<file path="config.mk">
export PLATFORM = sky130hd
export DESIGN_NAME = wdt_power_ctrl
export DESIGN_NICKNAME = d
export VERILOG_FILES = /design/src/rtl/edge_detect.v /design/src/rtl/rc_tick.v /design/src/rtl/wdt_power_ctrl.v
export VERILOG_INCLUDE_DIRS = /design/src /design/src/rtl
export SDC_FILE = /design/constraint.sdc
export NUM_CORES = 1
export LEC_CHECK = 0
export BUFFER_PORTS_ARGS = -buffer_cell sky130_fd_sc_hd__buf_2
export CORE_ASPECT_RATIO = 1.2
export CORE_MARGIN = 5
export CORE_UTILIZATION = 63
export CTS_CLUSTER_DIAMETER = 100
export DETAILED_ROUTE_END_ITERATION = 10
export GPL_TIMING_DRIVEN = 0
export PLACE_DENSITY_LB_ADDON = 0.25
export SYNTH_ARGS = -nofsm -noshare
export SYNTH_HDL_FRONTEND = slang
export SYNTH_SLANG_ARGS = --single-unit
</file>
<file path="constraint.sdc">
create_clock -name mclk_i -period 6.5 [get_ports mclk_i]
set_clock_uncertainty 0.2 [all_clocks]
set_input_delay 1.3 -clock mclk_i [delete_from_list [all_inputs] [get_ports mclk_i]]
set_output_delay 1.3 -clock mclk_i [all_outputs]
set_load 0.005 [all_outputs]
</file>
<file path="src/rtl/wdt_pwr_map.vh">
`ifndef WDT_PWR_MAP_VH
`define WDT_PWR_MAP_VH
// register byte addresses
`define ADDR_CLOCK_CONTROL    8'hEC
`define ADDR_WDT_COMPARE      8'hED
`define ADDR_IRQ_FLAGS_HIGH   8'hE4
`define ADDR_IRQ_FLAGS_LOW    8'hE5
`define ADDR_EDGE_SELECT      8'hE6
`define ADDR_WDT_COUNT        8'hEE
`define ADDR_PWR_STATUS       8'hEF
// clock control fields
`define CKC_WAKE_BIT          6
`define CKC_RC_WDT_ENABLE_BIT         5
`define CKC_WDT_RST_BIT       4
`define CKC_RESET             8'h00
// compare register fields
`define WDT_CLEAR_BIT         7
`define WDT_COMPARE_RESET     8'h7F
// irq_flags_high and irq_flags_low fields
`define IRQ_FLAGS_HIGH_EXT_A_BIT        7
`define IRQ_FLAGS_HIGH_EXT_B_BIT        6
`define IRQ_FLAGS_HIGH_TIMER0_BIT       5
`define IRQ_FLAGS_LOW_WDT_BIT          1
// edge select fields: [1:0] ext_irq_a, [3:2] ext_irq_b; 01 fall, 10 rise, 11 both
`define EDGE_SELECT_RESET     8'h00
// timing
`define RC_TICK_DIV           256
`define MACHINE_CYCLE_CLKS    4
`define EXT_IRQ_LATENCY_MC    12
`endif

</file>
<file path="src/rtl/edge_detect.v">
`timescale 1ns/100ps
// synchronises one external request pin and flags selected edges
module edge_detect (
   input  wire       mclk_i,
   input  wire       rst_i,
   input  wire       pin_i,
   input  wire [1:0] mode_i,
   output reg        edge_o
);
   reg sync_a;
   reg sync_b;
   reg prev;

   always @(posedge mclk_i or posedge rst_i) begin
      if (rst_i) begin
         sync_a <= 1'b0;
         sync_b <= 1'b0;
         prev   <= 1'b0;
         edge_o <= 1'b0;
      end else begin
         sync_a <= pin_i;
         sync_b <= sync_a;
         prev   <= sync_b;
         edge_o <= (mode_i[1] & sync_b & ~prev) | (mode_i[0] & ~sync_b & prev);
      end
   end
endmodule // edge_detect

</file>
<file path="src/rtl/rc_tick.v">
`timescale 1ns/100ps
`include "wdt_pwr_map.vh"
// divides the synchronised rc oscillator into one pulse per DIV periods
module rc_tick #(
   parameter DIV = `RC_TICK_DIV
) (
   input  wire mclk_i,
   input  wire rst_i,
   input  wire rc_clk_i,
   input  wire run_i,
   output reg  tick_o
);
   reg       sync_a;
   reg       sync_b;
   reg       prev;
   reg [7:0] count;

   always @(posedge mclk_i or posedge rst_i) begin
      if (rst_i) begin
         sync_a <= 1'b0;
         sync_b <= 1'b0;
         prev   <= 1'b0;
         count  <= 8'h00;
         tick_o <= 1'b0;
      end else begin
         sync_a <= rc_clk_i;
         sync_b <= sync_a;
         prev   <= sync_b;
         tick_o <= 1'b0;
         if (!run_i) begin
            count <= 8'h00;
         end else if (sync_b & ~prev) begin
            if ({24'h000000, count} == DIV - 1) begin
               count  <= 8'h00;
               tick_o <= 1'b1;
            end else begin
               count <= count + 8'h01;
            end
         end
      end
   end
endmodule // rc_tick

</file>
<file path="src/rtl/wdt_power_ctrl.v">
// Decided for this implementation: the address-and-strobe port.
`timescale 1ns/100ps
`include "wdt_pwr_map.vh"
module wdt_power_ctrl (
   input  wire       mclk_i,
   input  wire       rst_i,
   input  wire [7:0] addr_i,
   input  wire [7:0] wdata_i,
   input  wire       wr_i,
   input  wire       rd_i,
   output reg  [7:0] rdata_o,
   input  wire       halt_i,
   input  wire       bit_tick_i,
   input  wire       bit_clear_i,
   input  wire       timer0_ovf_i,
   input  wire       rc_clk_i,
   input  wire       ext_irq_a_i,
   input  wire       ext_irq_b_i,
   input  wire       irq_enable_i,
   output reg        cpu_run_o,
   output reg        osc_run_o,
   output reg        prescale_run_o,
   output reg        timer0_run_o,
   output reg        rc_osc_run_o,
   output reg        wdt_reset_o,
   output reg        resume_irq_o,
   output reg        irq_req_o
);
   localparam ST_RUN  = 4'b0001;
   localparam ST_STOP = 4'b0010;
   localparam ST_WAKE = 4'b0100;
   localparam ST_RCWD = 4'b1000;

   reg [3:0] state;
   reg [3:0] next_state;
   reg [7:0] clock_control_reg;
   reg [7:0] wdt_compare_reg;
   reg [7:0] edge_select_reg;
   reg [7:0] irq_flags_high;
   reg [7:0] irq_flags_low;
   reg [6:0] wdt_count;
   reg       wdt_armed;
   reg [1:0] clear_hold;
   reg [1:0] mc_div;
   reg       poll_a;
   reg       poll_b;
   reg       rst_hold;

   wire ext_edge_a;
   wire ext_edge_b;
   wire rc_tick_pulse;
   wire mc_tick;
   wire rc_mode;
   wire wdt_tick;
   wire wdt_match;
   wire any_pending;
   wire ext_pending;
   wire wr_cc;
   wire wr_wdt;
   wire wr_irq_flags_high;
   wire wr_irq_flags_low;

   function sel;
      input [7:0] a;
      input [7:0] b;
      begin
         sel = (a == b);
      end
   endfunction

   assign wr_cc   = wr_i & sel(addr_i, `ADDR_CLOCK_CONTROL);
   assign wr_wdt  = wr_i & sel(addr_i, `ADDR_WDT_COMPARE);
   assign wr_irq_flags_high = wr_i & sel(addr_i, `ADDR_IRQ_FLAGS_HIGH);
   assign wr_irq_flags_low = wr_i & sel(addr_i, `ADDR_IRQ_FLAGS_LOW);

   edge_detect u_edge_a (
      .mclk_i (mclk_i),
      .rst_i  (rst_i),
      .pin_i  (ext_irq_a_i),
      .mode_i (edge_select_reg[1:0]),
      .edge_o (ext_edge_a)
   );

   edge_detect u_edge_b (
      .mclk_i (mclk_i),
      .rst_i  (rst_i),
      .pin_i  (ext_irq_b_i),
      .mode_i (edge_select_reg[3:2]),
      .edge_o (ext_edge_b)
   );

   rc_tick #(
      .DIV (`RC_TICK_DIV)
   ) u_rc_tick (
      .mclk_i   (mclk_i),
      .rst_i    (rst_i),
      .rc_clk_i (rc_clk_i),
      .run_i    (rc_mode),
      .tick_o   (rc_tick_pulse)
   );

   assign rc_mode = clock_control_reg[`CKC_RC_WDT_ENABLE_BIT];
   assign wdt_tick = rc_mode ? rc_tick_pulse : (bit_tick_i & (state == ST_RUN));
   assign wdt_match = wdt_armed & wdt_tick & ~wdt_compare_reg[`WDT_CLEAR_BIT] & (wdt_count == wdt_compare_reg[6:0]);
   assign mc_tick = (mc_div == 2'b11);
   assign ext_pending = irq_flags_high[`IRQ_FLAGS_HIGH_EXT_A_BIT] | irq_flags_high[`IRQ_FLAGS_HIGH_EXT_B_BIT];
   assign any_pending = (|irq_flags_high) | (|irq_flags_low);

   // machine cycle divider
   always @(posedge mclk_i or posedge rst_i) begin
      if (rst_i) begin
         mc_div <= 2'b00;
      end else begin
         mc_div <= mc_div + 2'b01;
      end
   end

   // register writes and watchdog counter
   always @(posedge mclk_i or posedge rst_i) begin
      if (rst_i) begin
         clock_control_reg <= `CKC_RESET;
         wdt_compare_reg   <= `WDT_COMPARE_RESET;
         edge_select_reg   <= `EDGE_SELECT_RESET;
         wdt_count         <= 7'h00;
         wdt_armed         <= 1'b0;
         clear_hold        <= 2'b00;
      end else begin
         if (wr_cc) begin
            clock_control_reg <= wdata_i;
         end
         if (wr_i && sel(addr_i, `ADDR_EDGE_SELECT)) begin
            edge_select_reg <= wdata_i;
         end
         if (bit_clear_i) begin
            wdt_armed <= 1'b1;
         end
         if (wr_wdt) begin
            wdt_compare_reg <= wdata_i;
            if (wdata_i[`WDT_CLEAR_BIT]) begin
               wdt_count  <= 7'h00;
               clear_hold <= 2'b11;
            end
         end else begin
            // self clear after a machine cycle
            if (clear_hold != 2'b00) begin
               clear_hold <= clear_hold - 2'b01;
            end else if (wdt_compare_reg[`WDT_CLEAR_BIT]) begin
               wdt_compare_reg[`WDT_CLEAR_BIT] <= 1'b0;
            end
            if (wdt_match) begin
               wdt_count <= 7'h00;
            end else if (wdt_armed && wdt_tick && !wdt_compare_reg[`WDT_CLEAR_BIT]) begin
               wdt_count <= wdt_count + 7'h01;
            end
         end
      end
   end

   // request flags, set wins over clear
   always @(posedge mclk_i or posedge rst_i) begin
      if (rst_i) begin
         irq_flags_high <= 8'h00;
         irq_flags_low  <= 8'h00;
      end else begin
         if (wr_irq_flags_high) begin
            irq_flags_high <= wdata_i;
         end
         if (wr_irq_flags_low) begin
            irq_flags_low <= wdata_i;
         end
         if (ext_edge_a) begin
            irq_flags_high[`IRQ_FLAGS_HIGH_EXT_A_BIT] <= 1'b1;
         end
         if (ext_edge_b) begin
            irq_flags_high[`IRQ_FLAGS_HIGH_EXT_B_BIT] <= 1'b1;
         end
         if (timer0_ovf_i) begin
            irq_flags_high[`IRQ_FLAGS_HIGH_TIMER0_BIT] <= 1'b1;
         end
         // interrupt on match when select is 0
         if (wdt_match && !clock_control_reg[`CKC_WDT_RST_BIT]) begin
            irq_flags_low[`IRQ_FLAGS_LOW_WDT_BIT] <= 1'b1;
         end
      end
   end

   always @(posedge mclk_i or posedge rst_i) begin
      if (rst_i) begin
         poll_a    <= 1'b0;
         poll_b    <= 1'b0;
         irq_req_o <= 1'b0;
      end else begin
         if (mc_tick) begin
            poll_a <= ext_pending;
            poll_b <= poll_a & ext_pending;
         end
         irq_req_o <= (poll_b & ext_pending) | (|irq_flags_high[5:0]) | (|irq_flags_low);
      end
   end

   always @* begin
      next_state = state;
      case (state)
         ST_RUN: begin
            if (halt_i && !any_pending) begin
               if (clock_control_reg[`CKC_WAKE_BIT]) begin
                  next_state = ST_WAKE;
               end else if (clock_control_reg[`CKC_RC_WDT_ENABLE_BIT]) begin
                  next_state = ST_RCWD;
               end else begin
                  next_state = ST_STOP;
               end
            end
         end
         ST_STOP: begin
            if (ext_edge_a || ext_edge_b) begin
               next_state = ST_RUN;
            end
         end
         ST_WAKE: begin
            if (ext_edge_a || ext_edge_b || timer0_ovf_i) begin
               next_state = ST_RUN;
            end
         end
         ST_RCWD: begin
            if (ext_edge_a || ext_edge_b || wdt_match) begin
               next_state = ST_RUN;
            end
         end
         default: begin
            next_state = ST_RUN;
         end
      endcase
   end

   always @(posedge mclk_i or posedge rst_i) begin
      if (rst_i) begin
         state          <= ST_RUN;
         cpu_run_o      <= 1'b1;
         osc_run_o      <= 1'b1;
         prescale_run_o <= 1'b1;
         timer0_run_o   <= 1'b1;
         rc_osc_run_o   <= 1'b0;
         wdt_reset_o    <= 1'b0;
         resume_irq_o   <= 1'b0;
         rst_hold       <= 1'b0;
      end else begin
         state <= next_state;
         // stop freezes cpu, pc and ports held outside
         cpu_run_o      <= (next_state == ST_RUN);
         osc_run_o      <= (next_state == ST_RUN) | (next_state == ST_WAKE);
         prescale_run_o <= (next_state == ST_RUN) | (next_state == ST_WAKE);
         timer0_run_o   <= (next_state == ST_RUN) | (next_state == ST_WAKE);
         rc_osc_run_o   <= rc_mode & (next_state != ST_WAKE);
         // resume with interrupt entry if enabled
         resume_irq_o   <= (state != ST_RUN) && (next_state == ST_RUN) && irq_enable_i;
         // reset on match when select is 1
         rst_hold       <= wdt_match & clock_control_reg[`CKC_WDT_RST_BIT];
         wdt_reset_o    <= rst_hold;
      end
   end

   // read port
   always @(posedge mclk_i or posedge rst_i) begin
      if (rst_i) begin
         rdata_o <= 8'h00;
      end else begin
         rdata_o <= 8'h00;
         if (rd_i) begin
            case (addr_i)
               `ADDR_CLOCK_CONTROL: begin
                  rdata_o <= clock_control_reg;
               end
               `ADDR_WDT_COMPARE: begin
                  rdata_o <= wdt_compare_reg;
               end
               `ADDR_IRQ_FLAGS_HIGH: begin
                  rdata_o <= irq_flags_high;
               end
               `ADDR_IRQ_FLAGS_LOW: begin
                  rdata_o <= irq_flags_low;
               end
               `ADDR_EDGE_SELECT: begin
                  rdata_o <= edge_select_reg;
               end
               `ADDR_WDT_COUNT: begin
                  rdata_o <= {1'b0, wdt_count};
               end
               `ADDR_PWR_STATUS: begin
                  rdata_o <= {3'b000, wdt_armed, state};
               end
               default: begin
                  rdata_o <= 8'h00;
               end
            endcase
         end
      end
   end
endmodule // wdt_power_ctrl

</file>
# [Yosys cells after proc, flatten, opt, wreduce, memory -nomap -nowiden]
# Index checks and enable logic that the tools add are counted.
# Widths: inputs -> output; s select.
[word_totals] regBits=93 in_bits=28 word_cells=153
[op_classes] add_sub_neg=4 eq_ne=21 mux=31 bitwise_logic=34 reduce_logical=25
[op_table] cell="$eq 8x8->1 const B" n=8
[op_table] cell="$pmux 8 s7" n=1
[op_table] cell="$mux 8" n=5
[op_table] cell="$mux 7" n=4
[op_table] cell="$mux 4" n=6
[op_table] cell="$and 1x1->1" n=21
[op_table] cell="$pmux 4 s4" n=1
[op_table] cell="$reduce_or 8->1" n=2
[op_table] cell="$reduce_bool 2->1" n=6
[op_table] cell="$mux 1" n=10
[op_table] cell="$add 8x1->8 const B" n=1
[op_table] cell="$eq 4x1->1 const B" n=2
[op_table] cell="$eq 4x3->1 const B" n=2
[op_table] cell="$mux 2" n=4
[op_table] cell="$add 7x1->7 const B" n=1
[op_table] cell="$eq 7x7->1" n=1
[op_table] cell="$logic_and 1x1->1" n=7
[op_table] cell="$or 1x1->1" n=7
[op_table] cell="$not 1->1" n=6
[op_table] cell="$reduce_or 6->1" n=1
[op_table] cell="$eq 4x2->1 const B" n=1
[op_table] cell="$eq 4x4->1 const B" n=1
[op_table] cell="$ne 2x2->1 const B" n=2
[op_table] cell="$ne 4x1->1 const B" n=1
[op_table] cell="other kinds (9)" n=14

# [Logic depth before layout (Yosys ltp)]
[logic_depth] depth_word=12 depth_mapped=8 depth_no_buf=6

# [Cells and area by module]
# Synthesis repeated with hierarchy kept, for this count alone.
[unflattened] hier_cells=392 hier_area_um2=4331.7
[modules_own_cells] mod="wdt_power_ctrl" instances=1 cells_per_inst=326 area_per_inst_um2=3570.9 seq_area_each_um2=1839.3
[modules_own_cells] mod="rc_tick" instances=1 cells_per_inst=50 area_per_inst_um2=525.5 seq_area_each_um2=300.3
[modules_own_cells] mod="edge_detect" instances=2 cells_per_inst=8 area_per_inst_um2=117.6 seq_area_each_um2=100.1

# [Worst setup path after synthesis]
# No wires, ideal clock.
[synth_timing] path_kind="input -> register" start="input addr_i[1]" end="register wdt_count[6]" setup_ns=0.078 arrival_ns=2.609 required_ns=6.222 path_slack_ns=3.613 stages=7 path_cell_list="buf_2 -> nor2b_4 -> buf_6 -> nand4_4 -> mux2i_1 -> or4_1 -> a21oi_1"
[synth_between] elab_chain_cells=4 elab_cells_between_ends=6 cone_classes="2 x eq/ne; 1 x mux; 1 x bitwise; 2 x reduce/logical"
[synth_rtl] element="start, declared" line_no="wdt_power_ctrl.v:7" source="input wire [7:0] addr_i,"
[synth_rtl] element="$eq 8x8->1 (*)" line_no="wdt_power_ctrl.v:67" source="sel = (a == b);"
[synth_rtl] element="$and 1x1->1 (*)" line_no="wdt_power_ctrl.v:72" source="assign wr_wdt = wr_i & sel(addr_i, `ADDR_WDT_COMPARE);"
[synth_rtl] element="$ne 2x2->1 (no source line) / $reduce_bool 3->1 (equally long branches)"
[synth_rtl] element="$reduce_and 2->1 (no source line)"
[synth_rtl] element="end signal, assigned" line_no="wdt_power_ctrl.v:153" source="wdt_count <= wdt_count + 7'h01;"
[synth_rtl] element="end, declared" line_no="wdt_power_ctrl.v:41" source="reg [6:0] wdt_count;"
# Every way passes the cells marked *; elsewhere a longest branch is shown, timed or not.
# A chain may end at the register's enable or synchronous reset.

# [Worst setup path after layout]
[layout_timing] start="input addr_i[4]" end="register wdt_count[4]"
# The elaborated chain is that of the path after synthesis.

==> metrics.md <==
| Metric | Value |
|---|---|
| Status | complete, no violations |
| CP max-delay cell | and4b_1 |
| Core Area | 0.00677 mm² |
| Clock latency on the worst-skew pair | 350 ps |
| Synth-to-layout area growth | 11.8% |
| CP top delay family | simple AND/OR/NAND/NOR gates |
| Top area cells in the synthesized netlist | dfrtp_1 48%, mux2_2 7.5%, dfstp_2 6.0% |
| RSZ-0062 raised after global routing | no |
| H-tree levels | 3 |
| Clock Path Buffers | 2 |
| Leading area contributor after synthesis | dfrtp_1 |
| Final nets | 486 |
| Post-synthesis cell count | 402 |
| Initial DRC count | 235 |
| Largest stage delay on the critical path | 370 ps |
| Die H | 101 µm |
| Initial antenna violation count | 0 |
| Dpl cells | 530 |
| Synth Area per Inst | 10.8 µm² |
| # diodes | 0 |
| CTS sink count | 93 |
| Full die area | 0.00868 mm² |
| Crit path launch type | input pin |
| Max-cap violation count | 0 |
| CTS tree | done |
| Num CTS Buffers | 9 |
| Resized Gates After CTS | 0 |
| Setup slack, reg-to-reg | 4310 ps |
| Max VDD drop | 0.000139 V |
| GRT overflow | 0 |
| Vias per inst | 5.98 |
| TNS Setup | 0 ps |
| Pre-Repair DR Iteration Count | 4 |
| Async SR Flop Fraction | 100% |
| First-pass GRT wire length | 15600 µm |
| Hold bufs inserted after CTS | 0 |
| CP Cell Sequence | buf_2 -> and4b_1 -> nand4_4 -> mux2i_1 -> buf_2 -> or3_1 -> a21oi_1 |
| Yosys reg bits | 93 |
| CP max FO | 10 |
| Post-synth top flop | dfrtp_1 |
| Hold Path Class | flop to flop |
| DRT Wirelength | 9470 µm |
| Top-level I/O count | 44 |
| Syn Nets | 434 |
| Clock transition at path regs | 90 ps |
| Worst Path Required | 6570 ps |
| Detailed-route DRC error count | 0 |
| Vias | 3264 |
| F_max | 353 MHz |
| Rel. slew slack | 67.6% |
| Min Tclk post-route | 2830 ps |
| Number of global-route vias before repair | 3219 |
| Netlist cell types | 57 |
| Slew Limit Fails | 0 |
| Post-CTS Setup Inserts | 0 |
| Tightest Pin Transition | 486 ps |
| Period utilization | 43.6% |
| WS Path Type | input pin to flop |
| Post-synth EDFFs | 0 |
| Post-route non-filler standard cell count | 546 |
| Initial Utilization | 64.3% |
| Chip Width | 85.9 µm |
| CP arrival | 2900 ps |
| Std cell rows | 33 |
| PortBufs | 40 |
| Power Density | 250 mW/mm² |
| CP endpoint kind | flop |
| CP Buf/Inv Count | 2 |
| Share of post-route cells with drive strength above 1 | 25.1% |
| Detailed Place HPWL | 6840 µm |
| Mapped cell area | 0.00435 mm² |
| Final Hold Vio Count | 0 |
| Overall routing resource usage | 23.0% |
| Synth top area share | 47.7% |
| Seq/Total Area, Yosys | 53.8% |
| Largest net degree at the start of global routing | 76 |
| CTS root buf | clkbuf_8 |
| WL per Instance | 17.3 µm |
| Final ANT Viol Nets | 0 |
| Most frequent CP cell | buf_2 |
| Setup violators final | 0 |
| RePlAce Congestion | 0.861 |
| Leakage power | 2.28 nW |
| Synth warn | 0 |
| # fillers | 518 |
==> worst register-to-register path, stage by stage (launching register included) <==
cell and delay, ps:
dfstp_2 620, nor2b_1 190, a41o_2 280, nand3b_1 240, o21ai_1 350, o21ba_2 210
==> final cells by class <==
| type | instances | area, µm² | share of cell area [%] |
|---|---|---|---|
| Clock buffer | 10 | 128 | 2.62 |
| Tap cell | 87 | 109 | 2.24 |
| Multi-Input combinational cell | 278 | 1860 | 38.3 |
| Clock inverter | 6 | 46.3 | 0.952 |
| Inverter | 13 | 51.3 | 1.05 |
| Timing Repair Buffer | 41 | 228 | 4.68 |
| Sequential cell | 93 | 2340 | 48.1 |
| Buffer | 18 | 100 | 2.06 |
==> final timing paths <==
kind,from,end,cells past startpoint
max in group asynchronous,rst_i,state[0]$_DFF_PP1_,3
setup reg to reg,state[0]$_DFF_PP1_,wdt_count[3]$_DFFE_PP0P_,5
hold / removal,rst_hold$_DFF_PP0_,wdt_reset_o$_DFF_PP0_,0
min in group asynchronous,rst_i,u_rc_tick.count[6]$_DFFE_PP0P_,2
hold reg to reg,rst_hold$_DFF_PP0_,wdt_reset_o$_DFF_PP0_,0
setup / recovery,addr_i[4],wdt_count[4]$_DFFE_PP0P_,7
==> kinds of logic after synthesis <==
logic type                 synth area share (%)
AOI/OAI and AO/OA                          11.4
xor gates and xnor gates                   2.21
adders and majority gates                  1.15
buffers and inverters                      3.42
DFF                                        53.8
muxes                                      10.5
and+or+nand+nor                            17.5
==> layer usage <==
metal / track usage [%] / share of wire [%]
met5: 0 / 0
met1: 30.2 / 42
met4: 11.3 / 2.6
met2: 37.1 / 50
met3: 3.68 / 5.1
==> metrics by stage <==
stage          power, mW  util (%)  setup slack, ps  area, µm²  hold WS [ps]
4_1_cts             1.22      71.8             3710       4860           160
3_5_place_dp       0.880      69.3             3350       4690           138
6_report            1.22      71.8             3670       4860           155
2_1_floorplan      0.813         -             2600       4350           131
3_3_place_gp       0.865      68.8             1620       4660           133
5_1_grt             1.27      71.8             3590       4860           164
==> synthesized netlist by cell type (2+ instances only) <==
cell      instances
o22ai_1           2
nand2b_1          5
xor2_1            8
inv_1            12
nor2b_1           4
nand3b_1          6
a22oi_1           6
nand3_1           9
mux2i_1          12
clkbuf_1          8
dfrtp_1          83
a211oi_1          5
and4_1            2
mux2_2           29
nor3_1            6
a21oi_1          19
buf_6             2
and2_1            2
nand3_2           2
dfstp_2          10
nand4b_1          3
a21boi_0          2
o21ai_0          20
or3_1             3
ha_1              4
buf_2             5
and4b_1           2
xnor2_1           3
o221ai_1          2
a211o_1           3
nor4_1            6
buf_4             3
nor2_1           28
o31ai_1           2
a31oi_1           2
a22o_1            5
nand2_1          49
nand4_1           7
and3_1            2
or2_2             2
==> cells in the final DEF, fill, tap and decap left out, types with 3 or more instances in the layout <==
| master | instances |
|---|---|
| a211o_1 | 3 |
| a211oi_1 | 5 |
| a21oi_1 | 19 |
| a22o_1 | 5 |
| a22oi_1 | 6 |
| buf_2 | 45 |
| buf_4 | 3 |
| clkbuf_1 | 9 |
| clkbuf_8 | 9 |
| dfrtp_1 | 83 |
| dfstp_2 | 10 |
| ha_1 | 4 |
| inv_1 | 11 |
| mux2_2 | 29 |
| mux2i_1 | 12 |
| nand2_1 | 49 |
| nand2b_1 | 5 |
| nand3_1 | 9 |
| nand3b_1 | 6 |
| nand4_1 | 7 |
| nand4b_1 | 3 |
| nor2_1 | 28 |
| nor2b_1 | 4 |
| nor3_1 | 6 |
| nor4_1 | 6 |
| o21ai_0 | 20 |
| or3_1 | 3 |
| xnor2_1 | 3 |
| xor2_1 | 8 |
==> power breakdown <==
group / internal (mW) / total, mW / switching [mW]
combinational: 0.0904 / 0.199 / 0.108
clock: 0.142 / 0.347 / 0.205
sequential: 0.626 / 0.671 / 0.0444
No activity file was read; power rests on OpenSTA's default activity.
